$ cat src/shared/wrps_pkg.sv
// Constants and types shared by the receiver phase sequencer
package wrps_pkg;
  // Clock and link timing
  localparam int CLK_HZ       = 10_000_000;
  localparam int BIT_CLK_HZ   = 2000;
  localparam int HALF_BIT_CYC = CLK_HZ / (2 * BIT_CLK_HZ);
  localparam int MS_PER_S     = 1000;
  localparam int MS_CYC       = CLK_HZ / MS_PER_S;
  // End-of-charge and packet gap timing
  localparam int EOC_LOW_MIN  = 40;
  localparam int EOC_LOW_MS   = EOC_LOW_MIN * 60 * MS_PER_S;
  localparam int NOLOAD_S     = 40;
  localparam int NOLOAD_MS    = NOLOAD_S * MS_PER_S;
  localparam int PKT_GAP_MS   = 20;
  // Analog thresholds, mV and mA, and the charge done divider
  localparam logic [15:0] PMA_LDO_MV  = 16'h15E0;
  localparam logic [15:0] WAKE_MV_DEF = 16'h0BB8;
  localparam logic [11:0] NOLOAD_MA   = 12'h019;
  localparam logic [16:0] DONE_DIV    = 17'h00014;
  // Byte framing
  localparam int BYTE_W      = 8;
  localparam int FRAME_BITS  = 11;
  localparam int FIFO_DEPTH  = 8;
  // Packet headers, link side
  localparam logic [7:0] HDR_SIG_STR  = 8'h01;
  localparam logic [7:0] HDR_EOP      = 8'h02;
  localparam logic [7:0] HDR_CTRL_ERR = 8'h03;
  localparam logic [7:0] HDR_RECT_PWR = 8'h04;
  localparam logic [7:0] HDR_CFG      = 8'h51;
  localparam logic [7:0] HDR_ID       = 8'h71;
  localparam logic [7:0] PMA_PING_RSP = 8'hA1;
  localparam logic [7:0] PMA_RXID     = 8'hA2;
  localparam logic [7:0] PMA_EOC      = 8'hA3;
  localparam logic [7:0] PMA_STATUS   = 8'hA4;
  // End codes and fixed payloads
  localparam logic [7:0] EOP_UNKNOWN  = 8'h00;
  localparam logic [7:0] EOP_CHG_DONE = 8'h01;
  localparam logic [7:0] EOP_OVERTEMP = 8'h03;
  localparam logic [7:0] SIG_STR_VAL  = 8'hFF;
  // Phase machine, one-hot
  typedef enum logic [4:0] {
    ST_SEL = 5'h01, ST_PING = 5'h02, ST_IDCFG = 5'h04,
    ST_XFER = 5'h08, ST_END = 5'h10
  } wrps_state_t;
  // Packet loader
  typedef enum logic [2:0] {
    PK_IDLE = 3'h1, PK_LOAD = 3'h2, PK_DRAIN = 3'h4
  } wrps_pkt_t;
  // Bit encoder
  typedef enum logic [1:0] {ENC_IDLE = 2'h1, ENC_SEND = 2'h2} wrps_enc_t;
endpackage

$ cat src/verilog/wrps_fifo.sv
// Byte FIFO between packet loader and bit encoder
`timescale 1ns/1ps
`default_nettype none
module wrps_fifo #(
  parameter int WIDTH = 8,
  parameter int DEPTH = 8
) (
  // Clock and reset
  input  wire logic             mclk,
  input  wire logic             rst_n,
  input  wire logic             flush,
  // Fill side
  input  wire logic             inValid,
  input  wire logic [WIDTH-1:0] inData,
  output logic                  inReady,
  // Drain side
  output logic                  outValid,
  output logic [WIDTH-1:0]      outData,
  input  wire logic             outReady
);
  localparam int AW = $clog2(DEPTH);
  logic [WIDTH-1:0] mem [DEPTH];      // Storage
  logic [AW-1:0]    wr_q, wr_d;       // Write pointer
  logic [AW-1:0]    rd_q, rd_d;       // Read pointer
  logic [AW:0]      cnt_q, cnt_d;     // Fill level
  logic             push, pop;

  assign inReady  = (cnt_q != (AW+1)'(DEPTH));
  assign outValid = (cnt_q != '0);
  assign outData  = mem[rd_q];
  assign push     = inValid && inReady;
  assign pop      = outValid && outReady;

  // Pointer and level update
  always_comb begin
    wr_d  = push ? AW'(wr_q + 1'b1) : wr_q;
    rd_d  = pop ? AW'(rd_q + 1'b1) : rd_q;
    cnt_d = cnt_q + (AW+1)'(push) - (AW+1)'(pop);
    if (flush) begin
      wr_d  = '0;
      rd_d  = '0;
      cnt_d = '0;
    end
  end

  // Registers
  always_ff @(posedge mclk) begin
    if (!rst_n) begin
      wr_q  <= '0;
      rd_q  <= '0;
      cnt_q <= '0;
    end else begin
      wr_q  <= wr_d;
      rd_q  <= rd_d;
      cnt_q <= cnt_d;
    end
  end

  // Storage has no reset, content is guarded by the level
  always_ff @(posedge mclk) begin
    if (push && !flush) begin
      mem[wr_q] <= inData;
    end
  end
endmodule // wrps_fifo
`default_nettype wire

$ cat src/verilog/wrps_biphase_tx.sv
// Differential bi-phase byte encoder driving load modulation
`timescale 1ns/1ps
`default_nettype none
module wrps_biphase_tx
  import wrps_pkg::*;
#(
  parameter int HALF_P = HALF_BIT_CYC  // Half bit
) (
  // Clock and reset
  input  wire logic        mclk,
  input  wire logic        rst_n,
  input  wire logic        abort,
  // Byte stream in
  input  wire logic        byteValid,
  input  wire logic [7:0]  byteData,
  output logic             byteReady,
  // Modulator
  output logic             modOut
);
  wrps_enc_t   st_q, st_d;           // Encoder state
  logic [10:0] frame_q, frame_d;     // Bits left, LSB first
  logic [3:0]  bit_q, bit_d;         // Bit index in frame
  logic        half_q, half_d;       // Second half of bit
  logic [11:0] cnt_q, cnt_d;         // Half-bit timer
  logic        mod_q, mod_d;         // Modulator level
  logic [10:0] newFrame;

  assign byteReady = (st_q == ENC_IDLE);
  assign modOut    = mod_q;
  // Start 0, data, odd parity, stop 1
  assign newFrame  = {1'b1, ~^byteData, byteData, 1'b0};

  // Every bit opens with a toggle, a one toggles again mid-bit
  always_comb begin
    st_d = st_q; frame_d = frame_q; bit_d = bit_q;
    half_d = half_q; cnt_d = cnt_q; mod_d = mod_q;
    case (st_q)
      ENC_IDLE: begin
        if (byteValid) begin
          st_d = ENC_SEND; frame_d = newFrame; bit_d = 4'h0;
          half_d = 1'b0; mod_d = ~mod_q;
          cnt_d = 12'(HALF_P - 1);
        end
      end
      ENC_SEND: begin
        if (cnt_q != 12'h000) begin
          cnt_d = cnt_q - 12'h001;
        end else if (!half_q) begin
          // Mid-bit: narrow transitions mark a one
          half_d = 1'b1;
          cnt_d = 12'(HALF_P - 1);
          if (frame_q[0]) mod_d = ~mod_q;
        end else if (bit_q == 4'(FRAME_BITS - 1)) begin
          st_d = ENC_IDLE;
        end else begin
          half_d = 1'b0; bit_d = bit_q + 4'h1;
          frame_d = {1'b0, frame_q[10:1]};
          cnt_d = 12'(HALF_P - 1);
          mod_d = ~mod_q;
        end
      end
      default: st_d = ENC_IDLE;
    endcase
    if (abort) begin
      st_d = ENC_IDLE;
      mod_d = mod_q;
    end
  end

  // Registers
  always_ff @(posedge mclk) begin
    if (!rst_n) begin
      st_q <= ENC_IDLE; frame_q <= '0; bit_q <= '0;
      half_q <= 1'b0; cnt_q <= '0; mod_q <= 1'b0;
    end else begin
      st_q <= st_d; frame_q <= frame_d; bit_q <= bit_d;
      half_q <= half_d; cnt_q <= cnt_d; mod_q <= mod_d;
    end
  end
endmodule // wrps_biphase_tx
`default_nettype wire

$ cat src/verilog/wrps_sequencer.sv
// Dual-mode receiver phase sequencer, top module
// Contract
// - Stay in selection until supply above wake
// - Send nothing before leaving selection
// - First ping packet is signal strength
// - After signal strength, go to identification
// - Sending end packets in ping stays there
// - Send identification, configuration, then power transfer
// - Transfer: control error, rectified power, end
// - PMA answers digital ping correctly
// - Send receiver identifier when transmitter supports it
// - PMA regulator on in transfer above 5.6V
// - End-of-charge: output off, repeat until unpowered
// - Low current 40 minutes forces end-of-charge; the low-current timer runs only in PMA transfer
// - Charge done current is limit over twenty
// - Below 25 mA counts as no load
// - No load 40 seconds forces end-of-charge; the no-load timer runs only in PMA transfer
// - Bi-phase bits at 2 kHz
// - Byte frame: start, 8 data, parity, stop
// - Fault or request: regulator off, repeat end
`timescale 1ns/1ps
`default_nettype none
module wrps_sequencer
  import wrps_pkg::*;
#(
  parameter int          MS_CYC_P      = MS_CYC,
  parameter int          HALF_P        = HALF_BIT_CYC,
  parameter int          EOC_LOW_MS_P  = EOC_LOW_MS,
  parameter int          NOLOAD_MS_P   = NOLOAD_MS,
  parameter int          PKT_GAP_MS_P  = PKT_GAP_MS,
  parameter logic [15:0] WAKE_MV       = WAKE_MV_DEF,
  parameter logic [7:0]  RX_ID         = 8'h5A, // Arbitrary value
  parameter logic [7:0]  CFG_BYTE      = 8'h10
) (
  // Clock and reset
  input  wire logic        mclk,
  input  wire logic        rst_n,
  // Analog measurements, mV and mA
  input  wire logic [15:0] rectifiedSupplyLevel,
  input  wire logic [11:0] outputCurrent,
  input  wire logic [11:0] currentLimitLevel,
  // Mode and end requests
  input  wire logic        pmaDetect,
  input  wire logic        pmaIdSupport,
  input  wire logic        thermalShutdown,
  input  wire logic        disableReq,
  input  wire logic        chargeEndReq,
  // Control payloads
  input  wire logic [7:0]  controlError,
  input  wire logic [7:0]  rectPower,
  // Outputs
  output logic             modOut,
  output logic             ldoEnable,
  output logic             xferActive,
  output logic             eocActive,
  output logic             pmaActive
);
  //////////////////////////////////////////////////////////////////////////
  // Input synchronisers
  localparam int SW = 61;
  logic [SW-1:0] syncA_q, syncB_q;   // Two-stage catch of pins
  logic [15:0]   rectS;              // Supply level
  logic [11:0]   curS, limS;         // Output current, limit
  logic          pmaS, idSupS;       // Mode strap, id support
  logic          thermS, disS, chgS; // End requests
  logic [7:0]    ceS, rpS;           // Payload words

  // Words move slowly against the clock, so two stages suffice
  always_ff @(posedge mclk) begin
    if (!rst_n) begin
      syncA_q <= '0;
      syncB_q <= '0;
    end else begin
      syncA_q <= {rectifiedSupplyLevel, outputCurrent, currentLimitLevel,
                  pmaDetect, pmaIdSupport, thermalShutdown, disableReq,
                  chargeEndReq, controlError, rectPower};
      syncB_q <= syncA_q;
    end
  end
  assign {rectS, curS, limS, pmaS, idSupS, thermS, disS, chgS, ceS, rpS}
    = syncB_q;

  //////////////////////////////////////////////////////////////////////////
  // Level decisions
  logic        awake;                // Above wake threshold
  logic        endReq;               // Any end request
  logic [16:0] curX20;               // Current times divider
  logic        lowCur, noLoad;       // Charge done, no load
  logic [7:0]  eopCode;              // End reason code

  assign awake  = (rectS > WAKE_MV);
  assign endReq = thermS || disS || chgS;
  // Compare current*20 to limit, no divider needed
  assign curX20 = 17'(curS) * DONE_DIV;
  assign lowCur = (curX20 < 17'(limS));
  assign noLoad = (curS < NOLOAD_MA);
  // Thermal outranks charge end
  assign eopCode = thermS ? EOP_OVERTEMP :
                   chgS   ? EOP_CHG_DONE : EOP_UNKNOWN;

  //////////////////////////////////////////////////////////////////////////
  // Millisecond timers
  logic [31:0] ms_q, ms_d;           // Prescaler
  logic [31:0] gap_q, gap_d;         // Gap between packets
  logic [31:0] low_q, low_d;         // Low current time
  logic [31:0] idle_q, idle_d;       // No load time
  logic        msTick, gapOk, lowHit, idleHit;
  wrps_state_t st_q, st_d;           // Phase
  logic        pma_q, pma_d;         // Held mode
  logic        pkStart;              // Packet request

  assign msTick  = (ms_q == 32'(MS_CYC_P - 1));
  assign gapOk   = (gap_q == 32'h0000_0000);
  assign lowHit  = (low_q == 32'(EOC_LOW_MS_P));
  assign idleHit = (idle_q == 32'(NOLOAD_MS_P));

  // Low-current and no-load timers only run in PMA transfer, saturate at their limit
  always_comb begin
    ms_d = msTick ? 32'h0000_0000 : ms_q + 32'h0000_0001;
    gap_d = gap_q;
    if (pkStart) gap_d = 32'(PKT_GAP_MS_P);
    else if (msTick && !gapOk) gap_d = gap_q - 32'h0000_0001;
    low_d = 32'h0000_0000;
    idle_d = 32'h0000_0000;
    if (st_q == ST_XFER && pma_q) begin
      if (lowCur) low_d = (msTick && !lowHit) ? low_q + 32'h1 : low_q;
      if (noLoad) idle_d = (msTick && !idleHit) ? idle_q + 32'h1 : idle_q;
    end
    if (!awake) gap_d = 32'h0000_0000;
  end

  // Registers
  always_ff @(posedge mclk) begin
    if (!rst_n) begin
      ms_q <= '0; gap_q <= '0; low_q <= '0; idle_q <= '0;
    end else begin
      ms_q <= ms_d; gap_q <= gap_d; low_q <= low_d; idle_q <= idle_d;
    end
  end

  //////////////////////////////////////////////////////////////////////////
  // Packet loader: header, payload, checksum into the FIFO
  wrps_pkt_t  pk_q, pk_d;            // Loader state
  logic [1:0] idx_q, idx_d;          // Byte index
  logic [7:0] hdr_q, hdr_d;          // Current header
  logic [7:0] pay_q, pay_d;          // Current payload
  logic [7:0] pkHdr, pkPay;          // Requested packet
  logic       push, fifoInReady;
  logic [7:0] pushData;
  logic       fifoOutValid, encReady;
  logic [7:0] fifoOutData;
  logic       pkIdle, pkDone;

  assign pkIdle = (pk_q == PK_IDLE);
  // Done only once the last bit has left the modulator
  assign pkDone = (pk_q == PK_DRAIN) && !fifoOutValid && encReady;

  // Loader next state; stalls while the FIFO is full
  always_comb begin
    pk_d = pk_q; idx_d = idx_q; hdr_d = hdr_q; pay_d = pay_q;
    push = 1'b0; pushData = 8'h00;
    case (pk_q)
      PK_IDLE: begin
        if (pkStart) begin
          pk_d = PK_LOAD; idx_d = 2'h0; hdr_d = pkHdr; pay_d = pkPay;
        end
      end
      PK_LOAD: begin
        push = 1'b1;
        if (idx_q == 2'h0) pushData = hdr_q;
        else if (idx_q == 2'h1) pushData = pay_q;
        else pushData = hdr_q ^ pay_q;
        if (fifoInReady) begin
          if (idx_q == 2'h2) pk_d = PK_DRAIN;
          else idx_d = idx_q + 2'h1;
        end
      end
      PK_DRAIN: if (pkDone) pk_d = PK_IDLE;
      default: pk_d = PK_IDLE;
    endcase
    if (!awake) pk_d = PK_IDLE;   // Power gone drops the packet
  end

  // Registers
  always_ff @(posedge mclk) begin
    if (!rst_n) begin
      pk_q <= PK_IDLE; idx_q <= '0; hdr_q <= '0; pay_q <= '0;
    end else begin
      pk_q <= pk_d; idx_q <= idx_d; hdr_q <= hdr_d; pay_q <= pay_d;
    end
  end

  //////////////////////////////////////////////////////////////////////////
  // Phase machine
  logic       sub_q, sub_d;          // Second step of id phase
  logic       alt_q, alt_d;          // Alternates transfer packets
  logic [7:0] pingHdr, endHdr;
  logic       endHit;

  // PMA answers the ping with its own response code
  assign pingHdr = pma_q ? PMA_PING_RSP : HDR_SIG_STR;
  assign endHdr  = pma_q ? PMA_EOC : HDR_EOP;
  // Timed end-of-charge is a PMA matter
  assign endHit  = endReq || (pma_q && (lowHit || idleHit));

  always_comb begin
    st_d = st_q; pma_d = pma_q; sub_d = sub_q; alt_d = alt_q;
    pkStart = 1'b0; pkHdr = 8'h00; pkPay = 8'h00;
    case (st_q)
      ST_SEL: begin
        // Nothing is sent here
        if (awake) begin
          st_d = ST_PING; pma_d = pmaS; sub_d = 1'b0;
        end
      end
      ST_PING: begin
        if (pkDone && hdr_q == pingHdr) begin
          st_d = ST_IDCFG; sub_d = 1'b0;
        end else if (pkIdle && gapOk) begin
          // End packets keep the phase where it is
          pkStart = 1'b1;
          pkHdr = endReq ? endHdr : pingHdr;
          pkPay = endReq ? eopCode : SIG_STR_VAL;
        end
      end
      ST_IDCFG: begin
        if (pkDone) begin
          if (pma_q || sub_q) st_d = ST_XFER;
          else sub_d = 1'b1;
        end else if (pkIdle && pma_q && !idSupS) begin
          st_d = ST_XFER;
        end else if (pkIdle && gapOk) begin
          pkStart = 1'b1;
          pkHdr = pma_q ? PMA_RXID : (sub_q ? HDR_CFG : HDR_ID);
          pkPay = (!pma_q && sub_q) ? CFG_BYTE : RX_ID;
        end
      end
      ST_XFER: begin
        if (endHit) begin
          st_d = ST_END;
        end else if (pkIdle && gapOk) begin
          pkStart = 1'b1;
          alt_d = ~alt_q;
          if (pma_q) pkHdr = PMA_STATUS;
          else pkHdr = alt_q ? HDR_RECT_PWR : HDR_CTRL_ERR;
          pkPay = alt_q ? rpS : ceS;
        end
      end
      ST_END: begin
        // Repeat end packets until the supply collapses
        if (pkIdle && gapOk) begin
          pkStart = 1'b1; pkHdr = endHdr; pkPay = eopCode;
        end
      end
      default: st_d = ST_SEL;
    endcase
    // Only loss of power releases the held mode
    if (!awake) begin
      st_d = ST_SEL; pma_d = 1'b0; sub_d = 1'b0; alt_d = 1'b0;
    end
  end

  // Registers
  always_ff @(posedge mclk) begin
    if (!rst_n) begin
      st_q <= ST_SEL; pma_q <= 1'b0; sub_q <= 1'b0; alt_q <= 1'b0;
    end else begin
      st_q <= st_d; pma_q <= pma_d; sub_q <= sub_d; alt_q <= alt_d;
    end
  end

  //////////////////////////////////////////////////////////////////////////
  // Status outputs
  logic ldo_q, ldo_d;                // Regulator enable
  logic xfer_q, xfer_d;              // Transfer established
  logic eoc_q, eoc_d;                // Ending state

  // Regulator off on any end condition
  always_comb begin
    ldo_d = (st_q == ST_XFER) && !endHit &&
            (!pma_q || rectS > PMA_LDO_MV);
    xfer_d = (st_q == ST_XFER) || (st_q == ST_END);
    eoc_d = (st_q == ST_END);
  end

  // Registers
  always_ff @(posedge mclk) begin
    if (!rst_n) begin
      ldo_q <= 1'b0; xfer_q <= 1'b0; eoc_q <= 1'b0;
    end else begin
      ldo_q <= ldo_d; xfer_q <= xfer_d; eoc_q <= eoc_d;
    end
  end

  assign ldoEnable  = ldo_q;
  assign xferActive = xfer_q;
  assign eocActive  = eoc_q;
  assign pmaActive  = pma_q;

  //////////////////////////////////////////////////////////////////////////
  // Byte FIFO and encoder; encoder stalls drain, loader waits on full
  wrps_fifo #(.WIDTH(BYTE_W), .DEPTH(FIFO_DEPTH)) uFifo (
    .mclk     (mclk),
    .rst_n    (rst_n),
    .flush    (!awake),
    .inValid  (push),
    .inData   (pushData),
    .inReady  (fifoInReady),
    .outValid (fifoOutValid),
    .outData  (fifoOutData),
    .outReady (encReady)
  );

  wrps_biphase_tx #(.HALF_P(HALF_P)) uTx (
    .mclk      (mclk),
    .rst_n     (rst_n),
    .abort     (!awake),
    .byteValid (fifoOutValid),
    .byteData  (fifoOutData),
    .byteReady (encReady),
    .modOut    (modOut)
  );
endmodule // wrps_sequencer
`default_nettype wire

$ cat config.mk
export PLATFORM = sky130hd
export DESIGN_NAME = wrps_sequencer
export DESIGN_NICKNAME = d
export VERILOG_FILES = /design/src/shared/wrps_pkg.sv /design/src/verilog/wrps_fifo.sv /design/src/verilog/wrps_biphase_tx.sv /design/src/verilog/wrps_sequencer.sv
export SDC_FILE = /design/constraint.sdc
export NUM_CORES = 1
export LEC_CHECK = 0
export ABC_AREA = 1
export ABC_CLOCK_PERIOD_IN_PS = 3800
export BUFFER_PORTS_ARGS = -buffer_cell sky130_fd_sc_hd__buf_2
export CAP_MARGIN = 20
export CORE_UTILIZATION = 47
export CTS_CLUSTER_DIAMETER = 200
export DETAILED_ROUTE_END_ITERATION = 12
export PLACE_DENSITY = 0.65
export SETUP_SLACK_MARGIN = 0.3
export SLEW_MARGIN = 40
export SYNTH_ARGS = -nofsm -noshare
export SYNTH_HDL_FRONTEND = slang
export SYNTH_SLANG_ARGS = --single-unit
$ cat constraint.sdc
create_clock -name mclk -period 3.8 [get_ports mclk]
set_input_delay 0.38 -clock mclk [delete_from_list [all_inputs] [get_ports mclk]]
set_output_delay 0.38 -clock mclk [all_outputs]
set_load 0.02 [all_outputs]
[Word-level counts from Yosys, hierarchy flattened]
Memories as Yosys holds them, arrays and structs flattened. A register that Yosys moved wholly into a read port is not among the register bits.
Index checks and enable logic that the tools add are counted.
Word-level totals
  word-level logic and storage cells: 240
  memory bits (writable): 64
  register bits: 323
  memories: 1
Memory list
  uFifo.mem: words 8, width 8, rd ports 1, clocked after Yosys merged registers in 1, wr ports 1, line wrps_fifo.sv:22  | logic [WIDTH-1:0] mem [DEPTH];
Cells by class
  bitwise logic cells: 7
  mux-type cells: 96
  reductions and logical operators: 56
  $lt $le $gt $ge: 4
  equality and inequality tests: 37
  multiply operators: 1
  add/subtract/negate cells: 11
Operators by type and width (count)
  $mux 8: 22
  $add 32x1->32 const B: 3
  $pmux 8 s4: 2
  $mux 12: 4
  $mux 11: 4
  $mux 5: 7
  $eq 32x14->1 const B: 1
  $eq 32x16->1 const B: 1
  $eq 32x22->1 const B: 1
  $logic_not 32->1: 1
  $sub 32x1->32 const B: 1
  $mux 7: 4
  $pmux 5 s5: 1
  $pmux 12 s2: 1
  $ne 2x2->1 const B: 11
  $pmux 11 s2: 1
  $mux 1: 21
  $mux 3: 7
  $mux 2: 9
  $logic_and 1x1->1: 17
  $lt 17x12->1: 1
  $gt 16x12->1 const B: 1
  $gt 16x13->1 const B: 1
  $mux 4: 4
  48 further kinds: 86

[Logic depth before layout (Yosys ltp)]
Gate-level depths: netlist of run 1.
  depth after elaboration: 9
  depth in mapped cells: 20

[Cells and area by module]
Synthesis of run 1 repeated with hierarchy kept, for this count alone.
Unflattened totals
  cells, all modules: 2752
  area total of the unflattened synthesis: 19805.2 um2
Modules (own cells, without submodules)
  wrps_sequencer: cells an instance 2074, instances 1, seq. area each 5605.4 um2, area an instance 14241.2 um2
  wrps_fifo: cells an instance 366, instances 1, seq. area each 2182.1 um2, area an instance 3513.4 um2
  wrps_biphase_tx: cells an instance 312, instances 1, seq. area each 620.6 um2, area an instance 2050.7 um2

[Worst setup path before layout of run 1]
Ideal clock, no wire load.
  kind: reg2reg
  from: reg syncB_q[36]
  to: reg low_q[10]
  data arrival time: 2700 ps
  setup slack: 968 ps
  cell stages (with the launch flop): 18
  buffers on the path: 1
  library setup time: 132 ps
  data required time: 3668 ps
  clock period less this slack: 2832 ps
  cell sequence: dfxtp_1 > ha_1 > ha_1 > fa_1 > xor2_1 > ha_1 > nand2_1 > nor2_1 > nand4_1 > nand3_1 > nand2_1 > nand2_1 > nand2_1 > nand2_1 > nand2_1 > nand4_1 > clkbuf_1 > nor3_1
On the way
  word-level cells in the longest chain between the ends: 3
RTL lines
  start, declared: line wrps_sequencer.sv:61  | logic [SW-1:0] syncA_q, syncB_q;
  start signal, assigned: line wrps_sequencer.sv:77  | syncB_q <= syncA_q;
  $mul 12x3->15: line wrps_sequencer.sv:94  | assign curX20 = 17'(curS) * DONE_DIV;
  $lt 17x12->1: line wrps_sequencer.sv:95  | assign lowCur = (curX20 < 17'(limS));
  $reduce_and 3->1 (no line)
  end signal, assigned: line wrps_sequencer.sv:137  | ms_q <= ms_d; gap_q <= gap_d; low_q <= low_d; idle_q <= idle_d;
  end, declared: line wrps_sequencer.sv:105  | logic [31:0] low_q, low_d;
No other way between the ends.
A chain may end at the register's enable or synchronous reset.

[Worst setup path after layout of run 1]
  from: reg syncB_q[36]
  to: reg low_q[28]
Same word-level chain as after synthesis.

==> results by group, run 1 <==
Global routing
  – Largest net degree at the start of global routing: 57
  – Global-route usage over all layers: 21.4%
  – GRT Residual Overflow: 0
  – Vias in the first global route: 15.5k
  – Initial antenna violation count: 0
  – First-pass GRT wire length: 73.4 mm

Worst setup path
  – CP delay by family, top: adder cells
  – Crit path depth: 17
  – Crit end category: register
  – CP arrival: 3.52 ns
  – Worst path required time: 4.21 ns
  – Max stage delay on crit path: 0.47 ns
  – FF-to-FF path depth: 17
  – CP cell instances: ha_1 -> ha_1 -> fa_1 -> xor2_1 -> ha_1 -> nand2_1 -> nor2_1 -> nand4_1 -> nand3_1 -> nand2_1 -> nand2_1 -> nand2_1 -> nand2_1 -> nand2_1 -> nand4_1 -> buf_4 -> nor3_1
  – Max FO, Critical Path: 32
  – CP Class: register to register
  – CP max stage cell: fa_1
  – Critical path's most frequent cell: nand2_1
  – Worst Path Buf+Inv: 1
  – Startpoint Class: register

Synth
  – Number of synthesis warnings: 0
  – Synth unique cells: 62
  – Largest cells by area after synthesis: dfxtp_1 34%, nand2_1 13%, edfxtp_1 10%
  – Synthesized cell area: 19200 um^2
  – Synth Flop Type: dfxtp_1
  – Synth async-reset ratio: 0%
  – Synth Register Bits: 388
  – Seq/Total Area, Yosys: 43.9%
  – Post-synth EDFFs: 64
  – Syn Area/Cell: 7.28 um^2
  – Gate count of the mapped netlist: 2629
  – Yosys top cell area share: 33.9%
  – Largest area contributor in the netlist: dfxtp_1
  – Mapped Nets: 2748

Clocking
  – CTS sink count: 388
  – Deepest clock path buffer count: 3
  – Root buffer cell: clkbuf_16
  – Clk slew on worst S/H paths: 0.06 ns
  – Setup Fix Bufs, Post-CTS: 0
  – Post-CTS Hold Buffers: 21
  – CTS tree: built
  – CTS H-tree depth: 2
  – TritonCTS buffer count: 42
  – Latest clock arrival within the worst-skew pair: 0.55 ns
  – # resized after CTS: 0

Power and ir drop
  – Pwr/cell area: 476 nW/um^2
  – Worst vdd ir: 0.403 mV
  – Clock network power share: 39.2%
  – P_sw: 2.93 mW
  – Sw frac: 28.5%
  – Internal power: 7.36 mW
  – Combinational power share: 17.6%
  – Flop pwr share: 43.2%
  – Leak: 10.0 nW

Drt
  – Vias after detailed routing: 16.4k
  – Initial detailed-routing violation count: 998
  – Routed len/inst: 13.4 um
  – Pre-Repair DR Iteration Count: 6
  – Remaining DRCs: 0
  – Via density: 5.00
  – ANT nets after route: 0
  – Total Wirelength: 43.8 mm

Placed design
  – Final weighted congestion in routability-driven placement: 0.880
  – Port bufs: 67
  – Dpl hpwl: 31.8 mm
  – Post-Place Worst Slack: 0.676 ns
  – DP Cell Count: 3178

Floorplanning
  – IO Count: 68
  – Initial Util: 48.0%
  – Die X: 204 um
  – Die footprint: 41600 um^2
  – Number of core rows: 73
  – DIE HEIGHT: 204 um
  – CORE AREA: 39900 um^2

Min path
  – Worst hold path stage count: 3
  – Hold Path Class: input port to register

Cells and area
  – ANT cells: 0
  – Post-Layout Cell Count: 3273
  – Area delta synth->final: 12.8%
  – Net count, final: 2837
  – Share of layout cells above drive strength 1: 8.30%
  – Final core utilization: 54.1%
  – Most frequent cells in the layout: 652 x nand2_1, 407 x inv_1, 338 x nor2_1
  – Commonest non-fill, non-tap cell in the layout: nand2_1

Run status
  – Status: finished clean

STA
  – Final Max Slew Viols: 0
  – Max Fclk: 0.321 GHz
  – Final min period: 3.11 ns
  – Slew HR: 45.0%
  – Final Worst Setup Slack: 0.685 ns
  – Worst Tran Pin Value: 0.822 ns
  – Final hold vios: 0
  – Fin crit share: 82.0%
  – Worst Skew: 0.0206 ns
  – Setup-failing EPs final: 0
  – RSZ-0062 raised after global routing: false
  – Setup TNS: 0 ns

Flow run
  – Max Cap Viol: 0
==> flip-flops by register name, summed over array words and instances, names as in the netlist, 8 cells and up, named ones only <==
signal / count
ms_q: 32
uFifo.mem: 64
pay_q: 8
low_q: 32
uTx.cnt_q: 12
idle_q: 32
uTx.frame_q: 11
syncB_q: 61
gap_q: 32
syncA_q: 61
==> worst paths after layout <==
path	slack [ns]	startpoint	endpoint
min reg2reg	0.41	syncA_q[12]	syncB_q[12]
max reg2reg	0.69	syncB_q[36]	low_q[28]
max	0.69	syncB_q[36]	low_q[28]
min	0.02	rectifiedSupplyLevel[10]	syncA_q[55]
==> synthesized netlist by cell type, drive strengths merged, types with 5 or more instances <==
cell	n
buf	21
xor2	60
a21oi	102
nand3	91
nand2	671
xnor2	27
nor2	357
o22ai	8
clkbuf	37
dfxtp	324
edfxtp	64
or2	13
o21ai	122
nor4	25
ha	54
nand4	60
inv	418
nor3	113
nand3b	5
nor3b	11
a31oi	8
==> tightest hold or removal path, stage by stage <==
cell and delay [ns]:
buf_2 0.07, nand2_1 0.05, inv_1 0.04
==> power groups by stage <==
stage	Sequential, mW	Combinational, mW	Clock (mW)
after floorplan	4.52	1.39	0
after global placement	4.53	1.73	0
after detailed placement	4.54	1.79	0
after CTS	4.45	1.82	4.13
after global routing	4.47	2.07	4.30
final	4.45	1.81	4.03
==> cell families (layout without fill, tap and decap cells) <==
group                    Yosys count  count (layout)  share of synthesized area [%]
AND/OR/NAND/NOR                 1354            1354                           31.2
buffers and inverters            478             597                           9.70
flip-flops                       388             388                           43.9
AO/OA/AOI/OAI                    262             262                           7.32
XOR/XNOR                          87              87                           3.98
adder cells (fa/ha/maj)           56              56                           3.74
multiplexers                       4               4                          0.209
==> metrics by stage <==
step	hold WS, ns	instance area, um^2	power, mW
6_report	0.0180	21600	10.3
3_3_place_gp	0.393	20000	6.26
5_1_grt	0.00876	21600	10.8
3_5_place_dp	0.395	20000	6.33
2_1_floorplan	0.390	19200	5.91
4_1_cts	0.000534	21600	10.4
==> final cells by class <==
type / instances / area [um^2]
fill: 3789 / 18300
multi-input combinational: 1763 / 8910
sequential: 388 / 8410
inverter: 420 / 1580
clock buffer: 58 / 1190
timing repair buffer: 103 / 673
tap: 525 / 657
clock inverter: 16 / 165
==> metal layers <==
metal,vias up,global-route usage [%],share of wire (%)
met5,-,0,0
met1,7442,27.4,46
met4,0,6.58,2.3
met2,321,37.1,47
li1,8516,-,-
met3,75,3.05,4.2
(Power assumes the default switching activity.)
==> run 2, diff against run 1 <==
- ABC_AREA: 1 -> 0
- ABC_CLOCK_PERIOD_IN_PS: 3800 -> 3250
- clock period: 3.8 -> 3.25 ns (I/O delays scaled with it)
==> run 2 against run 1 <==
Total power rose by 20%; routed wire length fell by 20%; global-route usage fell by 1.7 points; die area fell by 13%; sequential share of layout area rose by 3.2 points; area after synthesis fell by 13%; first-iteration DRC count fell by 41%.
==> results by group, run 2 <==
Run status
  – Status: finished clean (unchanged)

Worst setup path
  – Crit path depth: 15 (was 17)
  – CP max stage cell: fa_2 (was fa_1)
  – Worst Setup SP: syncB_q[36] (unchanged)
  – Worst Path Buf+Inv: 2 (was 1)
  – CP Class: register to register (unchanged)
  – Worst path required time: 3.72 ns (was 4.21 ns)
  – R2r endpoint: low_q[0] (was low_q[28])
  – Startpoint Class: register (unchanged)
  – Max FO, Critical Path: 8 (was 32)
  – Crit end category: register (unchanged)
  – Launching point of the worst reg2reg path: syncB_q[36] (unchanged)
  – FF-to-FF path depth: 15 (was 17)
  – CP delay by family, top: adder cells (unchanged)
  – CP cell instances: ha_4 -> ha_4 -> fa_2 -> a21oi_2 -> nor2b_1 -> nor3_1 -> nor2_1 -> nor2_1 -> xnor2_1 -> ha_1 -> a2111oi_2 -> nand4_1 -> buf_6 -> buf_12 -> nor4_4 (was ha_1 -> ha_1 -> fa_1 -> xor2_1 -> ha_1 -> nand2_1 -> nor2_1 -> nand4_1 -> nand3_1 -> nand2_1 -> nand2_1 -> nand2_1 -> nand2_1 -> nand2_1 -> nand4_1 -> buf_4 -> nor3_1)
  – CP arrival: 3.64 ns (was 3.52 ns)
  – R2r setup slk: 0.08 ns (was 0.69 ns)
  – CP Capture Point: low_q[0] (was low_q[28])
  – Max stage delay on crit path: 0.36 ns (was 0.47 ns)

Floorplanning
  – CORE AREA: 34700 um^2 (was 39900 um^2)
  – Number of core rows: 68 (was 73)
  – Die footprint: 36200 um^2 (was 41600 um^2)
  – DIE HEIGHT: 190 um (was 204 um)
  – Die X: 190 um (was 204 um)
  – Initial Util: 47.9% (was 48.0%)
  – IO Count: 68 (unchanged)

Clocking
  – CTS sink count: 388 (unchanged)
  – Root buffer cell: clkbuf_16 (unchanged)
  – TritonCTS buffer count: 43 (was 42)
  – Deepest clock path buffer count: 3 (unchanged)
  – Latest clock arrival within the worst-skew pair: 0.57 ns (was 0.55 ns)
  – Clk slew on worst S/H paths: 0.06 ns (about the same)
  – CTS H-tree depth: 2 (unchanged)
  – CTS tree: built (unchanged)

Cells and area
  – Most frequent cells in the layout: 320 x dfxtp_1, 201 x nor2_1, 131 x and2_1 (was 652 x nand2_1, 407 x inv_1, 338 x nor2_1)
  – Top flop regs: uFifo.mem (64), syncA_q (61), syncB_q (61) (unchanged)
  – Most flops, register: uFifo.mem (unchanged)
  – Largest register FFs: 64 (unchanged)
  – Design area: 20000 um^2 (was 21600 um^2)
  – Area delta synth->final: 20.1% (was 12.8%)
  – Net count, final: 1975 (was 2837)
  – Post-Layout Cell Count: 2344 (was 3273)
  – Share of layout cells above drive strength 1: 13.1% (was 8.30%)
  – Commonest non-fill, non-tap cell in the layout: dfxtp_1 (was nand2_1)
  – ANT cells: 0 (unchanged)
  – Final core utilization: 57.6% (was 54.1%)

Placed design
  – Dpl hpwl: 22.9 mm (was 31.8 mm)
  – DP Cell Count: 2193 (was 3178)
  – Final weighted congestion in routability-driven placement: 0.818 (was 0.880)
  – Post-place instance area: 17600 um^2 (was 20000 um^2)
  – Port bufs: 67 (unchanged)

Power and ir drop
  – Worst vdd ir: 0.492 mV (was 0.403 mV)
  – Pwr/cell area: 616 nW/um^2 (was 476 nW/um^2)
  – Leak: 7.33 nW (was 10.0 nW)

Synth
  – Gate count of the mapped netlist: 1703 (was 2629)
  – Synth Register Bits: 388 (unchanged)
  – Post-synthesis xor/xnor area fraction: 7.79% (was 3.98%)
  – Compound-Gate Fraction of Synth Area: 6.50% (was 7.32%)
  – Seq/Total Area, Yosys: 50.5% (was 43.9%)
  – Post-synth EDFFs: 64 (unchanged)
  – Syn Area/Cell: 9.77 um^2 (was 7.28 um^2)
  – Synth Flop Type: dfxtp_1 (unchanged)
  – Synth unique cells: 80 (was 62)
  – Multiplexer share of the synthesized area: 3.05% (was 0.209%)
  – Synthesized cell area: 16600 um^2 (was 19200 um^2)
  – Post-synthesis simple-gate area fraction: 25.0% (was 31.2%)
  – Post-synthesis adder-cell area fraction: 4.30% (was 3.74%)
  – Yosys top cell area share: 39.0% (was 33.9%)
  – Largest area contributor in the netlist: dfxtp_1 (unchanged)
  – Largest family of logic cells by synthesized area: simple AND/OR/NAND/NOR gates (unchanged)
  – Most frequent cells after synthesis: 324 x dfxtp_1, 202 x nor2_1, 131 x and2_1 (was 652 x nand2_1, 410 x inv_1, 340 x nor2_1)
  – Count leader, synth: dfxtp_1 (was nand2_1)
  – Synth async-reset ratio: 0% (unchanged)
  – Largest cells by area after synthesis: dfxtp_1 39%, edfxtp_1 12%, and2_1 4.9% (was dfxtp_1 34%, nand2_1 13%, edfxtp_1 10%)
  – Mapped Nets: 1822 (was 2748)
  – Number of synthesis warnings: 0 (unchanged)

Global routing
  – GRT Residual Overflow: 0 (unchanged)
  – Vias in the first global route: 11.8k (was 15.5k)
  – Initial antenna violation count: 0 (unchanged)
  – Largest net degree at the start of global routing: 91 (was 57)
  – Global-route usage over all layers: 19.7% (was 21.4%)
  – First-pass GRT wire length: 58.1 mm (was 73.4 mm)

Drt
  – Vias after detailed routing: 12.3k (was 16.4k)
  – Routed len/inst: 15.0 um (was 13.4 um)
  – Remaining DRCs: 0 (unchanged)
  – Initial detailed-routing violation count: 589 (was 998)
  – ANT nets after route: 0 (unchanged)
  – Pre-Repair DR Iteration Count: 5 (was 6)
  – Total Wirelength: 35.1 mm (was 43.8 mm)
  – Via density: 5.26 (was 5.00)

STA
  – Max Fclk: 0.316 GHz (was 0.321 GHz)
  – Fin crit share: 97.5% (was 82.0%)
  – RSZ-0062 raised after global routing: true (was false)
  – WHS: 0.320 ns (was 0.0180 ns)
  – Worst Skew: 0.0289 ns (was 0.0206 ns)
  – Final min period: 3.17 ns (was 3.11 ns)
  – Final hold vios: 0 (unchanged)
  – Worst Tran Pin Value: 0.791 ns (was 0.822 ns)
  – Slew HR: 47.2% (was 45.0%)
  – Setup-failing EPs final: 0 (unchanged)
  – Final Max Slew Viols: 0 (unchanged)

Flow run
  – Max Cap Viol: 0 (unchanged)

Min path
  – Hold Path Class: input port to register (unchanged)
-- run 2: cell types whose count changed after synthesis, sizes merged, moves of 23 or more --
cell / change
inv: -365
mux2i: +23
nor3: -73
nand2: -546
a21oi: -34
nor2: -154
xor2: +23
o21ai: -76
nand3: -36
nand4: -32
and2: +131
nor4: +42
xnor2: +38
and3: +24
-- run 2: per-stage QoR --
step	setup slack, ns	power [mW]	TNS (ns)
2_1_floorplan	0.261	6.83	0
3_3_place_gp	0.119	7.24	0
3_5_place_dp	0.0518	7.30	0
4_1_cts	0.0632	12.5	0
5_1_grt	-0.0987	13.0	-1.86
6_report	0.0818	12.3	0
-- run 2: worst min-delay path by stage --
stage / start / to / slack [ns] / cells past startpoint
floorplan: syncA_q[34] / syncB_q[34] / 0.41 / 1
global placement: syncA_q[47] / syncB_q[47] / 0.42 / 1
detailed placement: syncA_q[45] / syncB_q[45] / 0.42 / 1
CTS: rst_n / hdr_q[0] / 0.30 / 2
global route: rst_n / syncB_q[14] / 0.33 / 2
finish: rst_n / xferActive / 0.32 / 3
-- run 2: tightest hold or removal path, stage by stage --
cell and delay, ns:
buf_4 0.29, clkinv_1 0.14, a21oi_1 0.06
-- run 2: cell families after synthesis --
kind of cell | after synthesis
muxes | 40
AOI/OAI and AO/OA | 178
DFF | 388
buffers and inverters | 119
xor gates and xnor gates | 148
and+or+nand+nor | 774
adders and majority gates | 56
-- run 2: cell type report --
type	instances	area, um^2
fillers	2964	14700
flip-flops and latches	388	8420
multi-input cells	1196	7970
repair buffers	173	1350
clock buffers	59	1230
well taps	455	569
clock inverters	19	263
inverters	54	203
-- run 2: timing repair --
item,in CTS,in global routing
hold buffers,61,0
buffers inserted,7,3
cloned,2,0
endpoints found under the hold margin,61,0
endpoints found under the setup margin,32,78
resized for setup,13,9
pin swaps,14,8
-- run 2: power by group --
part | switching, mW | leakage [nW] | internal, mW
sequential | 0.0995 | 3.31 | 5.07
combinational | 1.22 | 3.29 | 0.875
clock | 1.94 | 0.736 | 3.12
total | 3.25 | 7.33 | 9.07
-- run 2: per-layer routing --
layer,vias up,GRT usage (%),share of wire (%)
met4,0,6.86,2.5
met1,5805,25.8,46
met5,-,0,0
li1,6237,-,-
met2,227,32.7,47
met3,59,3.58,4.2
